File: src/hdl/lcd_i2c_pkg.sv
// shared constants and types of the display driver's two-wire write slave
// assumes one system clock; bus lines arrive asynchronously on pins
`default_nettype none
package lcd_i2c_pkg;
    // ------------------------------------------------------------
    // address and byte fields
    // ------------------------------------------------------------
    localparam logic [5:0] ADDR_FAMILY     = 6'h1C;    // upper six address bits 011100
    localparam int         ADDR_STRAP_POS  = 1;        // address bit matched to the strap
    localparam int         ADDR_DIR_POS    = 0;        // direction bit, write only
    localparam int         CTRL_CONT_POS   = 7;        // continue flag in control byte
    localparam int         CTRL_ROUTE_POS  = 6;        // payload route flag in control byte
    localparam int         CMD_PTR_POS     = 7;        // zero here marks a pointer load
    localparam logic [4:0] CMD_DEVSEL_CODE = 5'h1C;    // subaddress load opcode 11100
    localparam logic [6:0] PTR_LAST        = 7'h4F;    // last display RAM address (79)
    localparam logic [2:0] SUB_LAST        = 3'h7;     // last subaddress of a cascade
    // ------------------------------------------------------------
    // reset values and timing
    // ------------------------------------------------------------
    localparam logic [6:0] PTR_RESET       = 7'h00;
    localparam logic [2:0] SUB_RESET       = 3'h0;
    localparam int         FILTER_CYCLES   = 2;        // samples a line must hold to pass
    localparam int         FIFO_DEPTH      = 8;
    localparam int         FIFO_WIDTH      = 15;       // pointer and display byte
    // ------------------------------------------------------------
    // receiver phases
    // ------------------------------------------------------------
    typedef enum logic [2:0] {
        PH_IDLE    = 3'b000,
        PH_ADDR    = 3'b001,
        PH_CTRL    = 3'b010,
        PH_PAYLOAD = 3'b011,
        PH_IGNORE  = 3'b100
    } phase_type;
endpackage
`default_nettype wire

File: src/hdl/lcd_driver_i2c_write_slave.sv
// write-only two-wire bus slave front end of a segment display driver, with its display byte FIFO
// assumes clk_sys at 100 MHz; bus lines and straps are asynchronous pins
`default_nettype none

// ----------------------------------------------------------------
// display byte FIFO
// ----------------------------------------------------------------
module lcd_byte_fifo #(
    parameter int WIDTH = 15,
    parameter int DEPTH = 8
) (
    // clock and reset
    input  wire logic             clk_sys,
    input  wire logic             reset,
    // filling side
    input  wire logic             in_valid,
    output logic                  in_ready,
    input  wire logic [WIDTH-1:0] in_data,
    // draining side
    output logic                  out_valid,
    input  wire logic             out_ready,
    output logic [WIDTH-1:0]      out_data
);
    localparam int AW = $clog2(DEPTH);

    typedef struct packed {
        logic [DEPTH-1:0][WIDTH-1:0] mem;
        logic [AW-1:0]               wr_idx;
        logic [AW-1:0]               rd_idx;
        logic [AW:0]                 count;
    } fifo_state_type;

    fifo_state_type state_reg;
    fifo_state_type state_next;
    logic           push;
    logic           pop;

    // handshakes straight from the fill count
    assign in_ready  = (state_reg.count != (AW+1)'(DEPTH));
    assign out_valid = (state_reg.count != '0);
    assign out_data  = state_reg.mem[state_reg.rd_idx];

    // next state of storage and indices
    always_comb begin
        state_next = state_reg;
        push       = in_valid && in_ready;
        pop        = out_valid && out_ready;
        if (push) begin
            state_next.mem[state_reg.wr_idx] = in_data;
            state_next.wr_idx = (state_reg.wr_idx == AW'(DEPTH-1)) ? '0 : state_reg.wr_idx + 1'b1;
        end
        if (pop) begin
            state_next.rd_idx = (state_reg.rd_idx == AW'(DEPTH-1)) ? '0 : state_reg.rd_idx + 1'b1;
        end
        if (push && !pop) begin
            state_next.count = state_reg.count + 1'b1;
        end else if (pop && !push) begin
            state_next.count = state_reg.count - 1'b1;
        end
    end

    // state register
    always_ff @(posedge clk_sys) begin
        if (reset) begin
            state_reg <= '0;
        end else begin
            state_reg <= state_next;
        end
    end
endmodule

// ----------------------------------------------------------------
// bus slave receiver
// ----------------------------------------------------------------
module lcd_driver_i2c_write_slave
    import lcd_i2c_pkg::*;
#(
    parameter int FIFO_DEPTH_P = FIFO_DEPTH
) (
    // clock and reset
    input  wire logic       clk_sys,
    input  wire logic       reset,
    // bus pins
    input  wire logic       scl_pin,
    input  wire logic       sda_pin,
    output logic            ack_out_pin_out,
    output logic            ack_out_pin_oe,
    // strap pins
    input  wire logic       addr_strap_pin,
    input  wire logic       subaddr_strap_bit0,
    input  wire logic       subaddr_strap_bit1,
    input  wire logic       subaddr_strap_bit2,
    // display byte stream
    output logic            disp_valid,
    input  wire logic       disp_ready,
    output logic [6:0]      disp_addr,
    output logic [7:0]      disp_data,
    // command stream and status
    output logic            cmd_valid,
    output logic [7:0]      cmd_byte,
    output logic [6:0]      data_pointer,
    output logic [2:0]      subaddr_counter,
    output logic            bus_busy
);
    typedef struct packed {
        logic       scl_s1;
        logic       scl_s2;
        logic       sda_s1;
        logic       sda_s2;
        logic [3:0] strap_s1;
        logic [3:0] strap_s2;
        logic       scl_f;
        logic       sda_f;
        logic [1:0] scl_cnt;
        logic [1:0] sda_cnt;
        phase_type  phase;
        logic [3:0] bit_cnt;
        logic [7:0] shift;
        logic       in_ack;
        logic       ack_want;
        logic       ack_drive;
        logic       cont;
        logic       route;
        logic [6:0] ptr;
        logic [2:0] sub_cnt;
        logic       overflow;
        logic       cmd_valid;
        logic [7:0] cmd_byte;
    } slave_state_type;

    slave_state_type         state_reg;
    slave_state_type         state_next;
    logic                    scl_rise;
    logic                    scl_fall;
    logic                    start_det;
    logic                    stop_det;
    logic                    byte_done;
    logic [7:0]              byte_in;
    logic                    sub_match;
    logic                    push_valid;
    logic                    push_ready;
    logic [FIFO_WIDTH-1:0]   push_data;
    logic [FIFO_WIDTH-1:0]   pop_data;
    logic [2:0]              own_sub;
    logic                    own_sa;

    assign own_sub = state_reg.strap_s2[2:0];
    assign own_sa  = state_reg.strap_s2[3];

    // open-drain acknowledge, only ever pulls low
    assign ack_out_pin_out = 1'b0;
    assign ack_out_pin_oe  = state_reg.ack_drive;
    assign cmd_valid       = state_reg.cmd_valid;
    assign cmd_byte        = state_reg.cmd_byte;
    assign data_pointer    = state_reg.ptr;
    assign subaddr_counter = state_reg.sub_cnt;
    assign bus_busy        = (state_reg.phase != PH_IDLE);
    assign disp_addr       = pop_data[14:8];
    assign disp_data       = pop_data[7:0];

    // receiver next state
    always_comb begin
        state_next = state_reg;
        state_next.scl_s1   = scl_pin;
        state_next.scl_s2   = state_reg.scl_s1;
        state_next.sda_s1   = sda_pin;
        state_next.sda_s2   = state_reg.sda_s1;
        state_next.strap_s1 = {addr_strap_pin, subaddr_strap_bit2, subaddr_strap_bit1, subaddr_strap_bit0};
        state_next.strap_s2 = state_reg.strap_s1;
        state_next.scl_cnt  = '0;
        state_next.sda_cnt  = '0;
        if (state_reg.scl_s2 != state_reg.scl_f) begin
            state_next.scl_cnt = state_reg.scl_cnt + 1'b1;
            if (state_reg.scl_cnt == 2'(FILTER_CYCLES - 1)) begin
                state_next.scl_f   = state_reg.scl_s2;
                state_next.scl_cnt = '0;
            end
        end
        if (state_reg.sda_s2 != state_reg.sda_f) begin
            state_next.sda_cnt = state_reg.sda_cnt + 1'b1;
            if (state_reg.sda_cnt == 2'(FILTER_CYCLES - 1)) begin
                state_next.sda_f   = state_reg.sda_s2;
                state_next.sda_cnt = '0;
            end
        end
        scl_rise  = !state_reg.scl_f && state_next.scl_f;
        scl_fall  = state_reg.scl_f && !state_next.scl_f;
        // start: data falls while clock high
        start_det = state_reg.scl_f && state_next.scl_f && state_reg.sda_f && !state_next.sda_f;
        // stop: data rises while clock high
        stop_det  = state_reg.scl_f && state_next.scl_f && !state_reg.sda_f && state_next.sda_f;
        byte_in   = {state_reg.shift[6:0], state_reg.sda_f};
        byte_done = scl_rise && (state_reg.bit_cnt == 4'd7)
                    && (state_reg.phase != PH_IDLE) && (state_reg.phase != PH_IGNORE);
        sub_match = (state_reg.sub_cnt == own_sub);
        push_valid = 1'b0;
        push_data  = {state_reg.ptr, byte_in};
        state_next.cmd_valid = 1'b0;

        if (start_det) begin
            // start or repeated start opens an address phase
            state_next.phase     = PH_ADDR;
            state_next.bit_cnt   = '0;
            state_next.in_ack    = 1'b0;
            state_next.ack_drive = 1'b0;
            state_next.ack_want  = 1'b0;
        end else if (stop_det) begin
            // back to waiting for a start
            state_next.phase     = PH_IDLE;
            state_next.bit_cnt   = '0;
            state_next.in_ack    = 1'b0;
            state_next.ack_drive = 1'b0;
        end else if (state_reg.phase != PH_IDLE && state_reg.phase != PH_IGNORE) begin
            if (scl_rise && state_reg.bit_cnt < 4'd8) begin
                state_next.shift   = byte_in;
                state_next.bit_cnt = state_reg.bit_cnt + 1'b1;
            end
            // drive from the fall after bit 8 to the fall after pulse 9
            if (scl_fall && state_reg.bit_cnt == 4'd8) begin
                if (!state_reg.in_ack) begin
                    state_next.in_ack    = 1'b1;
                    state_next.ack_drive = state_reg.ack_want;
                end else begin
                    state_next.in_ack    = 1'b0;
                    state_next.ack_drive = 1'b0;
                    state_next.bit_cnt   = '0;
                end
            end
            if (byte_done) begin
                state_next.ack_want = 1'b0;
                case (state_reg.phase)
                    PH_ADDR: begin
                        // address match on family, strap and write direction
                        if (byte_in[7:2] == ADDR_FAMILY && byte_in[ADDR_STRAP_POS] == own_sa
                            && !byte_in[ADDR_DIR_POS]) begin
                            state_next.ack_want = 1'b1;
                            state_next.phase    = PH_CTRL;
                        end else begin
                            state_next.phase = PH_IGNORE;
                        end
                    end
                    PH_CTRL: begin
                        state_next.cont     = byte_in[CTRL_CONT_POS];
                        state_next.route    = byte_in[CTRL_ROUTE_POS];
                        state_next.ack_want = 1'b1;
                        state_next.phase    = PH_PAYLOAD;
                    end
                    PH_PAYLOAD: begin
                        state_next.phase = state_reg.cont ? PH_CTRL : PH_PAYLOAD;
                        if (!state_reg.route) begin
                            state_next.ack_want  = 1'b1;
                            state_next.cmd_valid = 1'b1;
                            state_next.cmd_byte  = byte_in;
                            if (!byte_in[CMD_PTR_POS]) begin
                                state_next.ptr      = byte_in[6:0];
                                state_next.overflow = 1'b0;
                            end else if (byte_in[7:3] == CMD_DEVSEL_CODE) begin
                                state_next.sub_cnt  = byte_in[2:0];
                                state_next.overflow = 1'b0;
                            end
                        end else if (!state_reg.overflow && !(sub_match && !push_ready)) begin
                            // only the matching subaddress stores and acknowledges
                            push_valid          = sub_match;
                            state_next.ack_want = sub_match;
                            if (state_reg.ptr == PTR_LAST) begin
                                state_next.ptr     = PTR_RESET;
                                state_next.sub_cnt = state_reg.sub_cnt + 1'b1;
                                // past the last device, drop further data
                                state_next.overflow = (state_reg.sub_cnt == SUB_LAST);
                            end else begin
                                state_next.ptr = state_reg.ptr + 1'b1;
                            end
                        end
                    end
                    default: begin
                        state_next.phase = state_reg.phase;
                    end
                endcase
            end
        end
    end

    // state register, reset to idle and released
    always_ff @(posedge clk_sys) begin
        if (reset) begin
            state_reg         <= '0;
            state_reg.scl_s1  <= 1'b1;
            state_reg.scl_s2  <= 1'b1;
            state_reg.sda_s1  <= 1'b1;
            state_reg.sda_s2  <= 1'b1;
            state_reg.scl_f   <= 1'b1;
            state_reg.sda_f   <= 1'b1;
            state_reg.phase   <= PH_IDLE;
            state_reg.ptr     <= PTR_RESET;
            state_reg.sub_cnt <= SUB_RESET;
        end else begin
            state_reg <= state_next;
        end
    end

    // display bytes buffered toward the RAM writer
    lcd_byte_fifo #(
        .WIDTH (FIFO_WIDTH),
        .DEPTH (FIFO_DEPTH_P)
    ) u_fifo (
        .clk_sys   (clk_sys),
        .reset     (reset),
        .in_valid  (push_valid),
        .in_ready  (push_ready),
        .in_data   (push_data),
        .out_valid (disp_valid),
        .out_ready (disp_ready),
        .out_data  (pop_data)
    );

    // ------------------------------------------------------------
    // checks
    // ------------------------------------------------------------
    AST_START_OPENS_ADDR: assert property (@(posedge clk_sys) disable iff (reset)
        start_det |=> state_reg.phase == PH_ADDR && state_reg.bit_cnt == 4'd0)
        else $error("start did not open an address phase");
    AST_STOP_IDLES: assert property (@(posedge clk_sys) disable iff (reset)
        stop_det |=> state_reg.phase == PH_IDLE && !ack_out_pin_oe)
        else $error("stop did not return to idle");
    AST_ACK_HELD_HIGH: assert property (@(posedge clk_sys) disable iff (reset)
        (ack_out_pin_oe && state_reg.scl_f && !scl_fall && !start_det && !stop_det) |=> ack_out_pin_oe)
        else $error("acknowledge released while clock high");
    AST_DRIVE_ONLY_ACK: assert property (@(posedge clk_sys) disable iff (reset)
        ack_out_pin_oe |-> state_reg.in_ack && state_reg.bit_cnt == 4'd8 && !ack_out_pin_out)
        else $error("pin driven outside an acknowledge slot");
    AST_ADDR_ACK: assert property (@(posedge clk_sys) disable iff (reset)
        (byte_done && state_reg.phase == PH_ADDR && byte_in == {ADDR_FAMILY, own_sa, 1'b0})
        |=> state_reg.ack_want && state_reg.phase == PH_CTRL)
        else $error("matching address not acknowledged");
    AST_IGNORE_SILENT: assert property (@(posedge clk_sys) disable iff (reset)
        state_reg.phase == PH_IGNORE |-> !ack_out_pin_oe && !push_valid && !state_reg.cmd_valid)
        else $error("ignored transfer produced activity");
    AST_CTRL_ACK: assert property (@(posedge clk_sys) disable iff (reset)
        (byte_done && state_reg.phase == PH_CTRL) |=> state_reg.ack_want && state_reg.phase == PH_PAYLOAD)
        else $error("control byte not acknowledged");
    AST_DISP_MATCH: assert property (@(posedge clk_sys) disable iff (reset)
        push_valid |-> state_reg.sub_cnt == own_sub && state_reg.route && !state_reg.overflow)
        else $error("display byte stored without subaddress match");
    AST_PTR_ADVANCE: assert property (@(posedge clk_sys) disable iff (reset)
        (push_valid && push_ready && state_reg.ptr != PTR_LAST) |=> state_reg.ptr == $past(state_reg.ptr) + 7'h01)
        else $error("data pointer did not advance");
    AST_OVERFLOW_NOACK: assert property (@(posedge clk_sys) disable iff (reset)
        (byte_done && state_reg.phase == PH_PAYLOAD && state_reg.route && state_reg.overflow)
        |=> !state_reg.ack_want)
        else $error("data past the end acknowledged");
    AST_PTR_LOAD: assert property (@(posedge clk_sys) disable iff (reset)
        (byte_done && state_reg.phase == PH_PAYLOAD && !state_reg.route && !byte_in[CMD_PTR_POS])
        |=> state_reg.ptr == $past(byte_in[6:0]) && cmd_valid)
        else $error("pointer load not applied");
    AST_RESET_IDLE: assert property (@(posedge clk_sys)
        $fell(reset) |-> state_reg.phase == PH_IDLE && !ack_out_pin_oe && state_reg.bit_cnt == 4'd0)
        else $error("reset left the receiver busy");
endmodule
`default_nettype wire

File: config.mk
export PLATFORM = sky130hd
export DESIGN_NAME = lcd_driver_i2c_write_slave
export DESIGN_NICKNAME = d
export VERILOG_FILES = /design/src/hdl/lcd_i2c_pkg.sv /design/src/hdl/lcd_driver_i2c_write_slave.sv
export SDC_FILE = /design/constraint.sdc
export NUM_CORES = 1
export LEC_CHECK = 0
export BUFFER_PORTS_ARGS = -buffer_cell sky130_fd_sc_hd__buf_2
export CAP_MARGIN = 15
export CELL_PAD_IN_SITES_DETAIL_PLACEMENT = 0
export CELL_PAD_IN_SITES_GLOBAL_PLACEMENT = 2
export CORE_MARGIN = 5
export CORE_UTILIZATION = 39
export CTS_CLUSTER_DIAMETER = 150
export DETAILED_ROUTE_END_ITERATION = 6
export PLACE_DENSITY = 0.86
export SLEW_MARGIN = 5
export SYNTH_ARGS = -nofsm -noshare
export SYNTH_HDL_FRONTEND = slang
export SYNTH_SLANG_ARGS = --single-unit
export TNS_END_PERCENT = 20
File: constraint.sdc
create_clock -name clk_sys -period 3.28 [get_ports clk_sys]
set_input_delay 0.656 -clock clk_sys [delete_from_list [all_inputs] [get_ports clk_sys]]
set_output_delay 0.656 -clock clk_sys [all_outputs]
set_load 0.03 [all_outputs]
==> run summary <==
The flow ran to the end, and the final reports show no timing, DRC or antenna violations. Row generation in the floorplan step produced 55 rows. The cell depth of the worst flop-to-flop path came out at 12. The layout overhead on the synthesized area is 10.7%.

The clock sink count came out at 187. For this run, the detailed router's first-pass iteration total came to 5. The worst slew slack as a fraction of its limit is 41.4%.

The count of hold-fix buffers inserted at cts is 0. The starting utilization of the core area is 39.4%. The die is 160 um wide. The fraction of the cycle the final worst path needs is 88.3%. In this run the critical register-to-register path is launched from state_reg[33]$_SDFFE_PP0P_. The clock period minus worst slack came out at 2.90 ns.

The worst register-to-register path ends at u_fifo.state_reg[3]$_SDFFE_PP0P_. The CTS tree is done. Setup repair after global routing left no endpoint under its margin. In this run the cell area measured after placement is 0.00917 sq mm. For this block, wires on met1 add up to 11000 um. The post-synthesis sequential area ratio is 42.4%. The endpoint class of the critical path is a register. For this block, the via count after detailed routing is 6667. The count of buffering cells on the critical path with inverters included is 1. The overall global routing resource usage came out at 18.1%. The most frequently used flop master after synthesis is sky130_fd_sc_hd__dfxtp_1. The slowest stage of the critical path belongs to the cell sky130_fd_sc_hd__dfxtp_1.

When the netlist entered floorplanning its net count stood at 986. The max-slew violation total from the final report is 0. The tree is rooted in a sky130_fd_sc_hd__clkbuf_16. The final count of hold timing violations is 0. After synthesis, the share of flip-flops with an asynchronous set or reset is 0%. The wire length after detailed routing came out at 23100 um. The worst slack on hold paths is 0.388 ns.

Clock skew on the completed layout was measured at 0.0199 ns. The source-to-sink clock delay at the later pin of the worst-skew pair is 0.44 ns. For the pin with the worst max-slew slack, the measured transition is 0.877 ns.

Setup violations remaining at the end of the flow were counted as 0. The die covers 0.0257 sq mm. The number of placed I/O pins is 47. The number of standard cells after synthesis is 962. In this design, the stage delay of the slowest critical-path cell is 0.40 ns.

The maximum vdd drop came out at 0.349 mV. By area the synthesized netlist is led by sky130_fd_sc_hd__dfxtp_1 42%, sky130_fd_sc_hd__nand2_1 8.7%, sky130_fd_sc_hd__mux4_2 7.7%, sky130_fd_sc_hd__a21oi_1 5.2%, sky130_fd_sc_hd__a21oi_2 4.0%. The register bit total from synthesis came out at 187. In this design, the largest share of critical-path delay is due to simple AND/OR/NAND/NOR gates.

The arrival time of data at the critical path endpoint is 3.26 ns. In the final timing run, aggregate negative setup slack is 0 ns. The cell area power density came out at 511 mW/mm^2. The maximum net fanout on the critical path is 4.

The maximum level of the CTS H-tree came out at 4. The maximum clock frequency came out at 0.345 GHz. The half-perimeter wire length after detailed placement is 14800 um. The share of cells above drive strength 1 is 26.5%. Across all register-to-register paths, the minimum setup slack is 0.38 ns. The post-CTS setup buffer count is 0. The TritonCTS buffer count is 17.

In this design, the critical path's most frequently occurring cell is sky130_fd_sc_hd__ha_1. The aggregate global routing overflow is 0. The number of inserted filler cells in the final layout came out at 2214. The average wire length per cell after detail routing came out at 18.3 um. The highest layer touched by signal routing is met4. The first-iteration detailed-routing DRC count is 468. In the routed design, unresolved DRC markers number 0. The path class of the tightest hold or removal check is in -> reg. The pre-CTS setup slack came out at 0.403 ns. In this run the most critical hold path is launched from sda_pin. The count of buffers added on input and output ports is 45. The critical path goes through ha_1 -> nand3b_1 -> or3_1 -> nor3_1 -> ha_1 -> inv_1 -> ha_1 -> a21o_1 -> a21oi_1 -> xnor2_1 -> or3_1 -> a21oi_1.

The clock transition at the registers of the reported paths came out at 0.08 ns. The number of flip-flops under the largest register name came out at 130. The quantity of gates resized following cts is 0. After detailed routing, the number of vias per cell comes to 5.28. The repair_antennas step left the layout with diodes totalling 0. The cell area that synthesis handed to floorplanning was 0.00883 sq mm. Setup slack closes at 0.385 ns.

The required time of the worst setup path is 3.65 ns. The count of cells along the worst hold path is 2. Cells fill 43.6% of the core in the end. The post-synthesis area per instance came out at 9.18 sq um. The met3 wire length came out at 836 um. The category of the worst setup path launch point is a register. The critical path is of the reg -> reg type.

The final layout contains 988 nets. At the end of routability-driven placement, the weighted congestion stood at 0.767. The number of antenna violations at the first check in global routing is 0.

The warning count from the yosys run came out at 0. Max-cap violations in this run came to 0. In the post-synthesis netlist, the cell with the most instances is sky130_fd_sc_hd__nand2_1. The worst hold path terminates at state_next[54]$_SDFF_PP1_. The via count of the first global-routing pass is 6687. The remaining antenna violation count after routing is 0. The multi-input gate area in the final layout came out at 0.00451 sq mm.

The standard cell core area is 0.0224 sq mm. The buffer levels on the longest clock path came out at 2. The sequential cells in the finished layout cover a total of 0.00375 sq mm. Sorting the synthesized cells by how often they occur yields 204 x sky130_fd_sc_hd__nand2_1, 187 x sky130_fd_sc_hd__dfxtp_1, 91 x sky130_fd_sc_hd__a21oi_1.

The wire length of the first global-routing pass came out at 37300 um. The cell leakage power came out at 3.55 nW. The fraction of post-synthesis cell area in the top cell type by area came out at 42.4%.

In this run, distinct cell masters in the synthesized netlist total 66. Detailed routing placed a total of 11000 um of wire on met2. The dominant cell type by area after synthesis is sky130_fd_sc_hd__dfxtp_1.

The number of flops mapped to enable cells by yosys came out at 0. The largest net degree at the start of global routing came out at 81. The final standard cell area without fillers is 0.00977 sq mm. The die is 160 um tall.
[worst register-to-register path, cell delays in order, from the launching register on]
cell,delay [ns]
sky130_fd_sc_hd__dfxtp_1,0.40
sky130_fd_sc_hd__ha_1,0.25
sky130_fd_sc_hd__nand3b_1,0.14
sky130_fd_sc_hd__or3_1,0.37
sky130_fd_sc_hd__nor3_1,0.19
sky130_fd_sc_hd__ha_1,0.22
sky130_fd_sc_hd__inv_1,0.09
sky130_fd_sc_hd__ha_1,0.27
sky130_fd_sc_hd__a21o_1,0.17
sky130_fd_sc_hd__a21oi_1,0.19
sky130_fd_sc_hd__xnor2_1,0.09
sky130_fd_sc_hd__or3_1,0.30
sky130_fd_sc_hd__a21oi_1,0.13
[placed cells by master (no fill, tap or decap), types with 5 or more instances in the layout]
cell type	netlist	final
sky130_fd_sc_hd__a21oi_1	91	91
sky130_fd_sc_hd__a21oi_2	40	40
sky130_fd_sc_hd__and3_1	5	5
sky130_fd_sc_hd__buf_2	10	44
sky130_fd_sc_hd__buf_4	19	31
sky130_fd_sc_hd__clkbuf_16	0	17
sky130_fd_sc_hd__dfxtp_1	187	185
sky130_fd_sc_hd__ha_1	14	14
sky130_fd_sc_hd__inv_1	9	9
sky130_fd_sc_hd__inv_6	0	5
sky130_fd_sc_hd__mux2_2	16	16
sky130_fd_sc_hd__mux2i_1	29	29
sky130_fd_sc_hd__mux4_2	30	30
sky130_fd_sc_hd__nand2_1	204	204
sky130_fd_sc_hd__nand2_2	40	40
sky130_fd_sc_hd__nand3_1	7	7
sky130_fd_sc_hd__nand3b_1	5	5
sky130_fd_sc_hd__nor2_1	58	58
sky130_fd_sc_hd__nor2b_1	17	17
sky130_fd_sc_hd__nor3_1	14	13
sky130_fd_sc_hd__nor3b_1	5	5
sky130_fd_sc_hd__o21ai_0	11	11
sky130_fd_sc_hd__or3_1	5	5
sky130_fd_sc_hd__xnor2_1	5	5
sky130_fd_sc_hd__xor2_1	7	7
[per-layer routing]
| metal | track usage [%] | vias to the layer above |
|---|---|---|
| met2 | 30.4 | 117 |
| met1 | 24.5 | 3253 |
| met5 | 0 | - |
| li1 | - | 3282 |
| met4 | 3.36 | 0 |
| met3 | 3.52 | 15 |
[per-stage QoR]
stage | instances | power, mW
2_1_floorplan | 962 | 2.76
3_3_place_gp | 1230 | 2.90
3_5_place_dp | 1230 | 2.90
4_1_cts | 1262 | 5.04
5_1_grt | 1262 | 5.17
6_report | 1262 | 5.00
[cell families (layout without fill, tap and decap cells)]
| kind of cell | Yosys count | count (layout) | synth area share [%] |
|---|---|---|---|
| DFF | 187 | 187 | 42.4 |
| muxes | 75 | 75 | 13.0 |
| xor gates and xnor gates | 12 | 12 | 1.19 |
| other | 1 | 1 | 0.0425 |
| adders and majority gates | 15 | 15 | 2.21 |
| AOI/OAI and AO/OA | 170 | 170 | 12.4 |
| and+or+nand+nor | 396 | 396 | 22.1 |
| buffers and inverters | 106 | 121 | 6.62 |
[how the worst max path moves through the flow]
| stage | to | cells after the start | from |
|---|---|---|---|
| 6_report | u_fifo.state_reg[3]$_SDFFE_PP0P_ | 12 | state_reg[33]$_SDFFE_PP0P_ |
| 4_1_cts | disp_addr[6] | 4 | u_fifo.state_reg[4]$_SDFFE_PP0P_ |
| 2_1_floorplan | u_fifo.state_reg[3]$_SDFFE_PP0P_ | 13 | state_reg[42]$_SDFF_PP0_ |
| 3_3_place_gp | u_fifo.state_reg[3]$_SDFFE_PP0P_ | 12 | state_reg[33]$_SDFFE_PP0P_ |
| 5_1_grt | u_fifo.state_reg[3]$_SDFFE_PP0P_ | 12 | state_reg[33]$_SDFFE_PP0P_ |
| 3_5_place_dp | u_fifo.state_reg[3]$_SDFFE_PP0P_ | 12 | state_reg[33]$_SDFFE_PP0P_ |
[power by group]
group          internal [mW]  leakage (nW)  switching [mW]  total, mW
clock                   1.16         0.293           0.998       2.16
combinational          0.209          1.75           0.279      0.488
sequential              2.30          1.51          0.0540       2.36
total                   3.67          3.55            1.33       5.00
[final cells by class]
cell class / count / area share (%)
Multi-Input combinational cell: 669 / 46.1
Sequential cell: 187 / 38.3
Timing Repair Buffer: 79 / 5.36
Clock buffer: 17 / 4.35
Tap cell: 285 / 3.65
Clock inverter: 15 / 1.82
Inverter: 10 / 0.384
Power figures use the tool's default switching activity.
